$ cat config.mk
export PLATFORM = sky130hd
export DESIGN_NAME = msid_page
export DESIGN_NICKNAME = d
export VERILOG_FILES = /design/src/logic/msid_pkg.sv /design/src/logic/msid_page.sv
export VERILOG_INCLUDE_DIRS = /design/src /design/src/logic
export SDC_FILE = /design/constraint.sdc
export NUM_CORES = 1
export LEC_CHECK = 0
export BUFFER_PORTS_ARGS = -buffer_cell sky130_fd_sc_hd__buf_2
export CAP_MARGIN = 20
export CORE_UTILIZATION = 40
export DETAILED_ROUTE_END_ITERATION = 8
export PLACE_DENSITY = 0.67
export SKIP_CTS_REPAIR_TIMING = 1
export SYNTH_ARGS = -nofsm -noshare
export SYNTH_HDL_FRONTEND = slang
export SYNTH_SLANG_ARGS = --single-unit
$ cat constraint.sdc
create_clock -name clk_sys -period 4.39 [get_ports clk_sys]
set_input_delay 0.2195 -clock clk_sys [delete_from_list [all_inputs] [get_ports clk_sys]]
set_output_delay 0.2195 -clock clk_sys [all_outputs]
set_load 0.05 [all_outputs]
$ cat src/logic/msid_consts.svh
/*
  offsets, field positions and default contents of the identification page
  assumes: included by the package and the register bank
*/
`ifndef MSID_CONSTS_SVH
`define MSID_CONSTS_SVH

// printed byte numbers, kept as register indices; byte address is index * 4
`define MSID_IDX_TYPE 8'h80
`define MSID_IDX_DESC 8'h81
`define MSID_IDX_SUPPLY 8'h82
`define MSID_IDX_MAXTEMP 8'h83
`define MSID_IDX_MINRATE 8'h84
`define MSID_IDX_MAXRATE 8'h85
`define MSID_IDX_WAVE 8'h86
`define MSID_IDX_WTOL 8'h88
`define MSID_IDX_FLAGS 8'h8A
`define MSID_IDX_MONA 8'h8B
`define MSID_IDX_MONB 8'h8C
`define MSID_IDX_CHECK 8'hDF
`define MSID_IDX_FIRST 8'h80
`define MSID_IDX_LAST 8'hDF

// field positions
`define MSID_DESC_PCLASS_HI 7
`define MSID_DESC_PCLASS_LO 6

// masks of implemented bits per byte
`define MSID_MASK_DESC 8'hFE
`define MSID_MASK_SUPPLY 8'hF8
`define MSID_MASK_FLAGS 8'hFC
`define MSID_MASK_MONB 8'hFC

// default contents
`define MSID_DEF_TYPE 8'h00
`define MSID_DEF_DESC 8'h00
`define MSID_DEF_SUPPLY 8'h80
`define MSID_DEF_MAXTEMP 8'h46
`define MSID_DEF_MINRATE 8'h00
`define MSID_DEF_MAXRATE 8'h00
`define MSID_DEF_WAVE 16'h0000
`define MSID_DEF_WTOL 16'h0000
`define MSID_DEF_FLAGS 8'h00
`define MSID_DEF_MONA 8'h00
`define MSID_DEF_MONB 8'h00

`endif

$ cat src/logic/msid_pkg.sv
/*
  types of the identification page
  assumes: msid_consts.svh on the include path
*/
`include "msid_consts.svh"
package msid_pkg;

  typedef enum logic [1:0] {
    PCLASS_1_5W = 2'h0,
    PCLASS_2_0W = 2'h1,
    PCLASS_2_5W = 2'h2,
    PCLASS_3_5W = 2'h3
  } msid_pclass_type;

  // identification contents as a set
  typedef struct packed {
    logic [7:0] type_id;
    logic [7:0] description;
    logic [7:0] supplies;
    logic [7:0] max_temp;
    logic [7:0] min_rate;
    logic [7:0] max_rate;
    logic [15:0] wavelength;
    logic [15:0] wave_tol;
    logic [7:0] flags;
    logic [7:0] mon_a;
    logic [7:0] mon_b;
  } msid_page_type;

  typedef struct packed {
    logic psel;
    logic penable;
    logic pwrite;
    logic [11:0] paddr;
    logic [31:0] pwdata;
  } msid_apb_req_type;

  typedef struct packed {
    logic pready;
    logic pslverr;
    logic [31:0] prdata;
  } msid_apb_rsp_type;

endpackage : msid_pkg

$ cat src/logic/msid_page.sv
/*
  read-only identification page (bytes 128..140 plus checksum at 223)
  behind an APB slave; one byte per aligned word at byte address index*4.
  assumes: APB master, 100 MHz clk_sys, synchronous active-high sys_rst
*/
// Functional notes
// byte 128 gives module type, 00h if unspecified
// byte 129 bits 7-6 hold the power class code
// byte 129 bits 5,4 flag transmit and receive CDR
// byte 129 bits 3..1 refclock, page 02, controlled launch; bit 0 reserved
// byte 130 bits 7..3 flag required supplies; bits 2-0 reserved
// byte 131 maximum case temperature in 1 degree steps
// byte 132 minimum rate times 100 Mb/s, 00h unknown
// byte 133 maximum rate times 100 Mb/s, zero unknown
// bytes 134-135 wavelength field, value/20 nm, zero unused
// bytes 136-137 tolerance field, value/200 nm, zero unused
// byte 138 bits 7..4 flag fault, loss and lock flags
// byte 138 bit 3 flags output squelch on loss of signal
// byte 138 bit 2 alarm and warning versus alarm only; 1-0 reserved
// byte 139 bits 7,6 bias and loss-of-power monitors
// byte 139 bit 5 per-channel receive power monitoring
// byte 139 bit 4 average power versus modulation amplitude report
// byte 139 bits 3..0 temperature and elapsed time monitors
// byte 140 bits 7..2 error ratio, supply and cooler monitors
// byte 223 holds low eight bits of sum of bytes 128..222
// all bytes read-only, writes ignored, reserved bits read zero
`timescale 1ns/100ps
`include "msid_consts.svh"
module msid_page (
  // clock and reset
  input wire logic clk_sys,
  input wire logic sys_rst,
  // apb slave
  input wire logic psel,
  input wire logic penable,
  input wire logic pwrite,
  input wire logic [11:0] paddr,
  input wire logic [31:0] pwdata,
  output logic [31:0] prdata,
  output logic pready,
  output logic pslverr,
  // module strap contents
  input wire msid_pkg::msid_page_type id_straps,
  input wire logic id_load,
  // status
  output logic [7:0] checksum,
  output logic write_rejected
);

  ////////////////////////////////////////////////////////////////////////////
  // content store

  msid_pkg::msid_page_type page_q;
  msid_pkg::msid_page_type page_d;
  logic [7:0] sum_q;
  logic [7:0] sum_d;
  logic [31:0] prdata_q;
  logic [31:0] prdata_d;
  logic rej_q;
  logic pslverr_q;

  // reserved bits forced to zero on load
  assign page_d.type_id = id_straps.type_id;
  assign page_d.description = id_straps.description & `MSID_MASK_DESC;
  assign page_d.supplies = id_straps.supplies & `MSID_MASK_SUPPLY;
  assign page_d.max_temp = id_straps.max_temp;
  assign page_d.min_rate = id_straps.min_rate;
  assign page_d.max_rate = id_straps.max_rate;
  assign page_d.wavelength = id_straps.wavelength;
  assign page_d.wave_tol = id_straps.wave_tol;
  assign page_d.flags = id_straps.flags & `MSID_MASK_FLAGS;
  assign page_d.mon_a = id_straps.mon_a;
  assign page_d.mon_b = id_straps.mon_b & `MSID_MASK_MONB;

  // sum over bytes 128..222; the unimplemented ones read zero
  function automatic logic [7:0] page_sum(input msid_pkg::msid_page_type p);
    logic [7:0] s;
    s = 8'h00;
    for (int i = 0; i < 13; i++) begin
      s = s + p[i*8 +: 8];
    end
    return s;
  endfunction : page_sum

  assign sum_d = page_sum(page_d);

  always_ff @(posedge clk_sys) begin
    if (sys_rst) begin
      page_q <= '{`MSID_DEF_TYPE, `MSID_DEF_DESC, `MSID_DEF_SUPPLY, `MSID_DEF_MAXTEMP,
                  `MSID_DEF_MINRATE, `MSID_DEF_MAXRATE, `MSID_DEF_WAVE, `MSID_DEF_WTOL,
                  `MSID_DEF_FLAGS, `MSID_DEF_MONA, `MSID_DEF_MONB};
      sum_q <= 8'h00;
    end else if (id_load) begin
      page_q <= page_d;
      sum_q <= sum_d;
    end
  end

  // sum of the reset contents, computed live from page_q until the first id_load
  logic sum_valid_q;
  logic [7:0] sum_live;
  assign sum_live = page_sum(page_q);

  ////////////////////////////////////////////////////////////////////////////
  // apb decode

  logic [9:0] idx;
  logic aligned;
  logic setup;
  logic [7:0] rd_byte;
  logic mapped;
  assign idx = paddr[11:2];
  assign aligned = (paddr[1:0] == 2'h0);
  assign setup = psel && !penable;

  function automatic logic [8:0] byte_at(input logic [9:0] i,
                                         input msid_pkg::msid_page_type p,
                                         input logic [7:0] s);
    logic [8:0] r;
    r = 9'h000;
    case (i)
      10'(`MSID_IDX_TYPE): r = {1'b1, p.type_id};
      10'(`MSID_IDX_DESC): r = {1'b1, p.description};
      10'(`MSID_IDX_SUPPLY): r = {1'b1, p.supplies};
      10'(`MSID_IDX_MAXTEMP): r = {1'b1, p.max_temp};
      10'(`MSID_IDX_MINRATE): r = {1'b1, p.min_rate};
      10'(`MSID_IDX_MAXRATE): r = {1'b1, p.max_rate};
      10'(`MSID_IDX_WAVE): r = {1'b1, p.wavelength[15:8]};
      10'(`MSID_IDX_WAVE) + 10'h001: r = {1'b1, p.wavelength[7:0]};
      10'(`MSID_IDX_WTOL): r = {1'b1, p.wave_tol[15:8]};
      10'(`MSID_IDX_WTOL) + 10'h001: r = {1'b1, p.wave_tol[7:0]};
      10'(`MSID_IDX_FLAGS): r = {1'b1, p.flags};
      10'(`MSID_IDX_MONA): r = {1'b1, p.mon_a};
      10'(`MSID_IDX_MONB): r = {1'b1, p.mon_b};
      10'(`MSID_IDX_CHECK): r = {1'b1, s};
      default: begin
        // rest of 128..222 reads zero
        if (i >= 10'(`MSID_IDX_FIRST) && i < 10'(`MSID_IDX_LAST)) begin
          r = 9'h100;
        end
      end
    endcase
    return r;
  endfunction : byte_at

  logic [7:0] cur_sum;
  assign cur_sum = sum_valid_q ? sum_q : sum_live;
  assign {mapped, rd_byte} = byte_at(idx, page_q, cur_sum);

  // answer one cycle after setup: data captured during setup
  assign prdata_d = (setup && !pwrite && mapped && aligned) ? {24'h00_0000, rd_byte}
                                                             : 32'h0000_0000;

  always_ff @(posedge clk_sys) begin
    if (sys_rst) begin
      prdata_q <= 32'h0000_0000;
      pslverr_q <= 1'b0;
      rej_q <= 1'b0;
      sum_valid_q <= 1'b0;
    end else begin
      if (setup) begin
        prdata_q <= prdata_d;
        pslverr_q <= pwrite || !mapped || !aligned;
      end
      rej_q <= setup && pwrite;
      if (id_load) begin
        sum_valid_q <= 1'b1;
      end
    end
  end

  assign pready = 1'b1;
  assign prdata = prdata_q;
  assign pslverr = pslverr_q && psel && penable;
  assign checksum = cur_sum;
  assign write_rejected = rej_q;
endmodule : msid_page

# Yosys cells after proc, flatten, opt, wreduce, memory -nomap -nowiden
# Index checks and enable logic that the tools add are counted.
# word_totals
wordCells,75
output_inout_bits,43
regBits,139
inputBits,154
# classes
n_lt_le_gt_ge,2
addsub,24
reduce_logical,15
mux,4
n_eq_ne,14
# ops
cell,n
8-bit adder,24
"10-bit by 8-bit == test with 1-bit output, second input constant",14
9-bit case mux with 14 select lines,1
8-bit two-way mux,2
"10-bit by 8-bit >= comparator with 1-bit output, second input constant",1
"10-bit by 8-bit < comparator with 1-bit output, second input constant",1
9-bit two-way mux,1
1-bit logical AND,8
1-bit logical NOT,4
2-bit logical NOT,1
1-bit logical OR,2

# Depth between registers and ports, before layout
# Gate-level depths: netlist (run 1).
# logic_depth
word_depth,17
depth_mapped,19
ltp_nobuf,19

# Worst setup path after synthesis (run 1)
# OpenSTA, ideal clock, no wires.
# synth_timing
path_type,register -> register
from,register page_q[76] (netlist name)
to,register prdata_q[6] (netlist: prdata[6])
t_required_ns,4.320
stages_incl_launch_ff,18
setup_time_ns,0.070
setup_slack_ns,-0.870
arrival_time_ns,5.191
period_less_slack_ns,5.260
path_buffers,0
path_cell_list,dfxtp_1 > inv_1 > fa_1 > fa_1 > inv_1 > fa_1 > fa_1 > inv_1 > fa_1 > inv_1 > ha_1 > a21o_1 > a21oi_1 > xor2_1 > o21ai_0 > and2_1 > o41ai_1 > a21oi_1
# synth_between
elab_chain_len,7
# synth_rtl
item,line,rtl
from (decl),msid_page.sv:53,msid_pkg::msid_page_type page_q;
from (signal assigned),msid_page.sv:89,"page_q <= '{`MSID_DEF_TYPE, `MSID_DEF_DESC, `MSID_DEF_SUPPLY, `MSID_DEF_MAXTEMP,"
from (signal assigned),msid_page.sv:94,page_q <= page_d;
8-bit adder (4 in a row),msid_page.sv:80,s = s + p[i*8 +: 8];
8-bit two-way mux,msid_page.sv:147,assign cur_sum = sum_valid_q ? sum_q : sum_live;
named net checksum[6],msid_page.sv:46,"output logic [7:0] checksum,"
9-bit case mux with 14 select lines,msid_page.sv:121,case (i)
8-bit two-way mux,msid_page.sv:151,"assign prdata_d = (setup && !pwrite && mapped && aligned) ? {24'h00_0000, rd_byte}"
to (signal assigned),msid_page.sv:162,prdata_q <= prdata_d;
to (decl),msid_page.sv:57,logic [31:0] prdata_q;
# The timed path passes the listed nets, and every way through them passes these cells.
# A chain may end at the register's enable or synchronous reset.

# Final worst setup path (run 1)
# layout_timing
from,register page_q[51] (netlist name)
to,output checksum[7]
# layout_between
elab_chain_len,8
# layout_rtl
item,line
8-bit adder (7 in a row),msid_page.sv:80
8-bit two-way mux,msid_page.sv:147
to (decl),msid_page.sv:46
# Every way passes these cells.

==> results of run 1 <==
## worst paths after layout
| kind | startpoint | endpoint | slack [ns] | cells past startpoint |
|---|---|---|---|---|
| min | id_straps[87] | page_q[87] | 0.03 | 2 |
| max | page_q[51] | checksum[7] | -0.73 | 15 |
| max reg2reg | page_q[28] | prdata[6] | -0.30 | 19 |
| min reg2reg | prdata[3] | prdata[3] | 0.45 | 2 |
## cells by family after synthesis
logic type               Yosys count  synth area share, %
buffers and inverters            230                11.23
AND/OR/NAND/NOR                  174                8.357
adder cells (fa/ha/maj)          142                29.36
multiplexers                     131                15.59
flip-flops                       115                24.96
AO/OA/AOI/OAI                     70                5.481
XOR/XNOR                          52                4.938
other                              2              0.08143
## power groups by stage
stage / Sequential [uW] / Clock [uW] / Combinational, uW
2_1_floorplan: 1200 / 0 / 3470
3_3_place_gp: 1200 / 0 / 4950
3_5_place_dp: 1210 / 0 / 5000
4_1_cts: 1190 / 1480 / 5020
5_1_grt: 1200 / 1540 / 6230
6_report: 1190 / 1460 / 5710
## cells in the mapped netlist, types with 2 or more instances
master / n / area [sq um]
dfxtp_1: 115 / 2302
nor3_1: 7 / 35.03
a21oi_1: 13 / 65.06
fa_1: 124 / 2482
ha_1: 18 / 225.2
a32oi_1: 5 / 43.79
mux2_2: 11 / 123.9
clkbuf_1: 15 / 56.30
buf_1: 9 / 33.78
mux4_2: 9 / 202.7
a31oi_1: 2 / 12.51
a22o_1: 4 / 35.03
o21ai_0: 12 / 60.06
nand2b_1: 2 / 12.51
nor4_1: 4 / 25.02
nor2_1: 117 / 439.2
buf_6: 8 / 90.09
a21o_1: 4 / 30.03
buf_4: 27 / 202.7
xor2_1: 5 / 43.79
inv_1: 164 / 615.6
nor2b_1: 6 / 37.54
nand3_1: 5 / 25.02
o31ai_1: 3 / 22.52
buf_2: 5 / 25.02
nand2_1: 17 / 63.81
and3_1: 3 / 18.77
mux2i_1: 111 / 1111
a22oi_1: 7 / 52.55
a211o_1: 5 / 43.79
xnor2_1: 47 / 411.6
and2_1: 2 / 12.51
conb_1: 2 / 7.510
## stage by stage
| stage | total power, uW | std cells |
|---|---|---|
| final | 8366 | 1446 |
| after global routing | 8966 | 1446 |
| after CTS | 7687 | 1440 |
| after detailed placement | 6212 | 1408 |
| after global placement | 6153 | 1408 |
| after floorplan | 4667 | 939 |
## cell type report
| cell class | count | area [sq um] | share of cell area [%] |
|---|---|---|---|
| clock buffer | 18 | 429.2 | 3.685 |
| clock inverter | 14 | 181.4 | 1.558 |
| inverter | 164 | 615.6 | 5.286 |
| multi-input combinational | 594 | 6082 | 52.23 |
| sequential | 115 | 2315 | 19.88 |
| tap | 285 | 356.6 | 3.062 |
| timing repair buffer | 256 | 1665 | 14.30 |
## metal layers
metal  vias up  GRT usage [%]  routed length, um
met5         -              0                  0
met1      3414          26.27               9792
li1       3325              -                  -
met2       211          38.27              12110
met3        30          4.763               1273
met4         0          6.571                561
## state kept, by name, indices dropped and copies added (netlist names)
name and cells:
sum_valid_q 1, write_rejected 1, sum_q 8, pslverr_q 1
prdata 8, page_q 96
==> flow_summary.toml, run 1 <==
[place]
placed_cell_area_sq_um = 10880
dpl_worst_slack_ns = -0.4403
gp_congestion = 0.8506
dp_hpwl_um = 18850
port-buffer-count = 131

[die]
io_pins = 197
core_sq_um = 22640
die_height_um = 153.8
rows = 55
dieArea_sq_um = 23670
die_x_um = 153.8
initial_core_util_pct = 40.74

[power_and_ir_drop]
worst_ir_drop_vdd_uv = 636.4
seqPwrFrac_pct = 14.2
p_clk_share_pct = 17.5
p_per_area_nw_per_um2 = 718.4
p_int_uw = 4800
leakagePower_uw = 0.005662
swShare_pct = 42.63
power_frac_comb_pct = 68.3
switching_power_uw = 3567

[drt]
drtIter0Drc = 347
drt-pass1-iter-count = 5
wl_per_cell_um = 16.41
post-route-drc-count = 0
via_count = 6980
postRouteAntennaNets = 0
viasPerCell = 4.827
wl_um = 23740

[timing]
layout_setup_ws_ns = -0.7338
setup_viol = 7
fin_skew_ns = 0.007286
setup_tns_ns = -2.710
worst_pin_slew_ns = 0.8288
max_freq_mhz = 195.2
rsz0062_at_grt = "yes"
whs_ns = 0.03036
relSlewSlack_pct = 44.75
hold_viol = 0
drv_slew = 0
fin_crit_ns = 5.124
post-route-period-util_pct = 116.7

[clocking]
numCtsBuffers = 17
cts_buffer_depth = 2
cts_htree_levels = 4
clkSinkCount = 115
cts_root_buffer = "clkbuf_16"
path_clk_slew_ns = 0.06
clk_latency_ns = 0.42
cts_tree = "built"

[global_route]
grt_overflow = 0
grt_max_degree = 74
grt_use_total_pct = 21.67
antenna_found_initial = 0
grt_pass1_wl_um = 39030
grt_pass1_vias = 7484

[cells_and_area]
layout_commonest_cell = "inv_1"
area_delta_synth_final_pct = 26.26
layout_common_cells = "inv_1, buf_2, fa_1, buf_4, nor2_1"
diodes = 0
utilization_pct = 51.43
drive_above_1_share_pct = 30.40
finalNetCount = 1444
fill_cells = 2048
design_area_sq_um = 11640

[setup_path]
cp.arrival_ns = 4.90
cp_num_buf_inv = 3
required_ns = 4.17
max_stage_delay_ns = 0.55
critical-path-top-delay-family = "adder cells"
cp_common_cell = "fa_1"
end_kind = "output pin"
cp_max_fo = 2
crit_path_start_kind = "flip-flop"
cp_cell_sequence = "fa_1 > inv_2 > fa_1 > inv_2 > fa_1 > fa_1 > fa_1 > ha_2 > fa_2 > a21o_1 > a21oi_2 > xnor2_2 > xnor2_1 > mux2_4 > buf_6"
cpMaxStageDelayCell = "fa_1"
critical_path_class = "flip-flop to output pin"

[synthesis]
syn_avg_cell_area_sq_um = 10.07
synth_cell_types = 61
ys_seq_area_share_pct = 24.96
synth-seq-cells = 115
synth_edf_count = 0
yosysWarnings = 0
synthesis.area_sq_um = 9223
ys_async_sr_fraction_pct = 0
synthCells = 916
synth_ff_type = "dfxtp_1"

[outcome]
status = "complete, but fails checks"
violations = "setup timing"

[run]
drv_cap = 0

[min_path]
min_path_type = "input port to flip-flop"
(Power assumes the default switching activity.)
==> run 2: changes to the inputs <==
Settings changed: BUFFER_PORTS_ARGS -buffer_cell sky130_fd_sc_hd__buf_2 to -buffer_cell sky130_fd_sc_hd__clkbuf_2, CORE_UTILIZATION 40 to 51, PLACE_DENSITY 0.67 to 0.81.
==> flow_summary.toml, run 2 (same netlist as run 1, synthesis figures left out) <==
[timing]
worst_pin_slew_ns = 0.9752
fin_skew_ns = 0.005449
setup_viol = 9
rsz0062_at_grt = "yes"
relSlewSlack_pct = 34.75
drv_slew = 0
layout_setup_ws_ns = -0.8185
whs_ns = 0.02042
hold_viol = 0
fin_crit_ns = 5.208
post-route-period-util_pct = 118.6
max_freq_mhz = 192.0

[setup_path]
cp_cell_sequence = "fa_1 > inv_1 > fa_1 > inv_1 > fa_2 > fa_1 > fa_1 > ha_2 > fa_2 > a21o_1 > a21oi_2 > xnor2_2 > xnor2_1 > mux2_4 > buf_12"
r2r_cells = 17
critical-path-top-delay-family = "adder cells"
required_ns = 4.17
end_kind = "output pin"
cp_max_fo = 2
cp.arrival_ns = 4.99
cpMaxStageDelayCell = "fa_2"
cp_num_cells = 15
cp_common_cell = "fa_1"
crit_path_start_kind = "flip-flop"
critical_path_class = "flip-flop to output pin"
cp_num_buf_inv = 3
max_stage_delay_ns = 0.57

[place]
port-buffer-count = 131
dp_hpwl_um = 18540
gp_congestion = 0.8457

[clocking]
clkSinkCount = 115
cts_tree = "built"
cts_buffer_depth = 2
path_clk_slew_ns = 0.06
cts_root_buffer = "clkbuf_16"
numCtsBuffers = 17
clk_latency_ns = 0.44
cts_htree_levels = 4

[power_and_ir_drop]
worst_ir_drop_vdd_uv = 756.7
leakagePower_uw = 0.005525
p_per_area_nw_per_um2 = 735.8
total_power_uw = 8345

[die]
rows = 48
core_sq_um = 17480
dieArea_sq_um = 18630
io_pins = 197
initial_core_util_pct = 52.77
die_x_um = 136.5
die_height_um = 136.5

[drt]
viasPerCell = 5.292
via_count = 7176
drtIter0Drc = 467
wl_um = 24410
post-route-drc-count = 0
postRouteAntennaNets = 0
wl_per_cell_um = 18.00
drt-pass1-iter-count = 6

[cells_and_area]
fill_cells = 1356
diodes = 0
top_register = "page_q"
largest_reg_flops = 96
area_delta_synth_final_pct = 22.97
layout_common_cells = "inv_1, clkbuf_2, fa_1, nor2_1, mux2i_1"
drive_above_1_share_pct = 28.29
finalNetCount = 1414
layout_commonest_cell = "inv_1"

[global_route]
grt_pass1_wl_um = 39100
grt_use_total_pct = 28.51
grt_overflow = 0
grt_max_degree = 80
grt_pass1_vias = 7596
antenna_found_initial = 0

[outcome]
status = "complete, but fails checks"
violations = "setup timing"

[run]
drv_cap = 0

[min_path]
min_path_cells = 2
min_path_type = "input port to flip-flop"
run 2: changes by cell type in the layout (fill, tap and decap cells not counted), sizes merged:
cell / before / now
clkinv: 8 / 3
buf: 256 / 102
clkbuf: 18 / 141
clkinvlp: 1 / 2
inv: 166 / 172
bufinv: 3 / 2
run 2: worst paths after layout:
kind | from | to | slack (ns)
setup reg to reg | page_q[51] | prdata[5] | -0.25
hold reg to reg | prdata[3] | prdata[3] | 0.45
setup / recovery | page_q[51] | checksum[7] | -0.82
hold / removal | id_straps[87] | page_q[87] | 0.02
run 2: area by class of cell:
cell class,instances,area (sq um),share of cell area (%)
repair buffers,226,1446,12.75
clock buffers,17,425.4,3.751
clock inverters,15,167.7,1.478
flip-flops and latches,115,2311,20.38
multi-input cells,594,6093,53.73
well taps,225,281.5,2.482
inverters,164,615.6,5.428
run 2: layer usage:
layer	wire length, um	part of all wire, %	track usage (%)
met5	0	0	0
met4	906	3.7	13.46
met1	9513	39	33.52
met3	1320	5.4	5.705
met2	12670	52	49.72
run 2: power breakdown:
part	total [uW]	leakage, uW	internal [uW]	switching [uW]
Clock	1430	0.000286	848	580
Combinational	5720	0.00429	2700	3020
Sequential	1190	0.000951	1130	62.5
run 2: through the flow:
stage	cell area (sq um)	utilization, %	setup TNS, ns	cells	setup slack [ns]
4_1_cts	11220	64.21	-4.121	1354	-0.8634
2_1_floorplan	9366	-	-0.3568	939	-0.1506
3_3_place_gp	10630	60.82	-1.545	1322	-0.3327
6_report	11340	64.89	-3.311	1356	-0.8185
5_1_grt	11340	64.89	-4.362	1356	-0.9262
3_5_place_dp	10630	60.82	-2.037	1322	-0.3724
==> run 3: changes to the inputs <==
Settings changed: ABC_AREA set to 1.
==> flow_summary.toml, run 3 <==
[outcome]
status = "complete, but fails checks"
violations = "setup timing"

[synthesis]
ys_async_sr_fraction_pct = 0
synth.area.top_cells = "fa_1, dfxtp_1, inv_1"
synth_top_cell_area_share_pct = 26.99
ys_seq_area_share_pct = 25.03
synth_ff_type = "dfxtp_1"
synth_most_common_cell = "inv_1"
syn_avg_cell_area_sq_um = 8.089
synth_top_cells_by_count = "inv_1, nand2_1, fa_1"
yosysWarnings = 0
synth_cell_types = 42
synth_edf_count = 0
synth-seq-cells = 115
synthesis.area_sq_um = 9198
synthCells = 1137
yosysTopAreaCell = "fa_1"

[power_and_ir_drop]
total_power_uw = 8467
p_int_uw = 4530
p_per_area_nw_per_um2 = 751.7
switching_power_uw = 3937
swShare_pct = 46.50
leakagePower_uw = 0.005557
p_clk_share_pct = 15.5
seqPwrFrac_pct = 14.2
power_frac_comb_pct = 70.3
worst_ir_drop_vdd_uv = 1506

[min_path]
min_to = "page_q[87]"
hold_path_startpoint = "id_straps[87]"
min_path_cells = 3
min_path_type = "input port to flip-flop"

[drt]
wl_per_cell_um = 17.51
post-route-drc-count = 0
wl_um = 27450
highest_layer = "met4"
postRouteAntennaNets = 0
met1_length_um = 11110
routed-wl-met2_um = 12580
drtIter0Drc = 941
viasPerCell = 5.437
via_count = 8525
wl_met3_um = 2668
drt-pass1-iter-count = 8

[die]
die_height_um = 136.3
io_pins = 197
dieArea_sq_um = 18580
die_x_um = 136.3
core_sq_um = 17480
rows = 48
initial_core_util_pct = 52.63

[timing]
layout_setup_ws_ns = -0.7953
hold_viol = 0
rsz0062_at_grt = "yes"
drv_slew = 0
fin_crit_ns = 5.185
setup_viol = 8
fin_skew_ns = 0.008891
worst_pin_slew_ns = 0.8643
post-route-period-util_pct = 118.1
max_freq_mhz = 192.9
whs_ns = 0.05255
relSlewSlack_pct = 41.90
setup_tns_ns = -3.959

[clocking]
numCtsBuffers = 17
cts_tree = "built"
cts_buffer_depth = 2
path_clk_slew_ns = 0.05
clkSinkCount = 115
cts_root_buffer = "clkbuf_16"
cts_htree_levels = 4
clk_latency_ns = 0.42

[cells_and_area]
area_delta_synth_final_pct = 22.46
layout_common_cells = "inv_1, nand2_1, clkbuf_2, fa_1, dfxtp_1"
layout_commonest_cell = "inv_1"
finalNetCount = 1627
drive_above_1_share_pct = 21.59
largest_reg_flops = 96
final_cells = 1568
top_register = "page_q"
diodes = 0

[run]
drv_cap = 0

[global_route]
grt_pass1_wl_um = 43370
grt_use_total_pct = 31.37
grt_max_degree = 80
antenna_found_initial = 0
grt_overflow = 0
grt_pass1_vias = 8425

[setup_path]
critical_path_class = "flip-flop to output pin"
end_kind = "output pin"
crit_path_start_kind = "flip-flop"
r2r_cells = 28
cp_max_fo = 2
cp.arrival_ns = 4.97
reg2reg_slack_ns = -0.49
reg2reg_from = "page_q[4]"
required_ns = 4.17
reg2reg_to = "prdata[7]"

[place]
port-buffer-count = 131
dp_hpwl_um = 21710
dp.cells = 1532
gp_congestion = 0.9296
dpl_worst_slack_ns = -0.4387
run 3: layer usage:
| metal | global-route usage (%) | vias to the layer above |
|---|---|---|
| met5 | 0 | - |
| met3 | 7.271 | 88 |
| met4 | 12.78 | 0 |
| li1 | - | 3919 |
| met1 | 41.22 | 4040 |
| met2 | 49.77 | 478 |
run 3: cell families (layout without fill, tap and decap cells):
kind of cell | Yosys count | after routing | synth area share, %
buf+inv | 306 | 489 | 13.55
simple gates | 290 | 290 | 13.75
compound gates | 248 | 248 | 14.91
fa+ha+maj | 142 | 142 | 29.44
flops | 115 | 115 | 25.03
xor+xnor | 34 | 34 | 3.238
other cells | 2 | 25 | 0.08165
run 3: worst max-delay path, stage by stage (launching register included):
cell,delay (ns)
dfxtp_1,0.31
inv_1,0.06
fa_1,0.61
inv_2,0.06
fa_2,0.58
fa_2,0.44
fa_1,0.48
inv_1,0.05
fa_1,0.48
inv_1,0.07
fa_2,0.37
nand3_2,0.09
nand3_2,0.07
nand2_2,0.07
nand2_2,0.07
inv_2,0.05
nand3_2,0.06
nand2_1,0.07
nand2_1,0.05
nand2_1,0.07
inv_1,0.04
nand2_1,0.07
nand3_2,0.08
nand2_4,0.10
buf_12,0.14
run 3: worst max path at each step:
stage / startpoint / endpoint / slack (ns) / cells after the start
global placement: page_q[3] / prdata[5] / -0.36 / 16
CTS: page_q[11] / checksum[7] / -0.86 / 23
global route: page_q[43] / checksum[7] / -0.99 / 23
finish: page_q[4] / checksum[7] / -0.80 / 24
detailed placement: page_q[11] / prdata[5] / -0.44 / 16
floorplan: page_q[3] / prdata[7] / -0.23 / 26
run 3: through the flow:
stage / utilization (%) / cell area, sq um
final: 64.45 / 11260
after global routing: 64.45 / 11260
after CTS: 63.73 / 11140
after detailed placement: 60.59 / 10590
after global placement: 60.59 / 10590
after floorplan: - / 9315
run 3: power groups by stage:
stage / Combinational (uW) / Sequential [uW] / Clock, uW
final: 5950 / 1200 / 1320
after global routing: 6550 / 1210 / 1360
after CTS: 5520 / 1200 / 1310
after detailed placement: 5410 / 1220 / 0
after global placement: 5220 / 1220 / 0
after floorplan: 3620 / 1200 / 0
run 3: cell type report:
cell class	instances	area, sq um
Fill cell	1392	6213
Tap cell	225	281.5
Multi-Input combinational cell	739	5806
Sequential cell	115	2306
Clock buffer	26	499.2
Timing Repair Buffer	215	1401
Clock inverter	5	50.05
Inverter	243	919.6
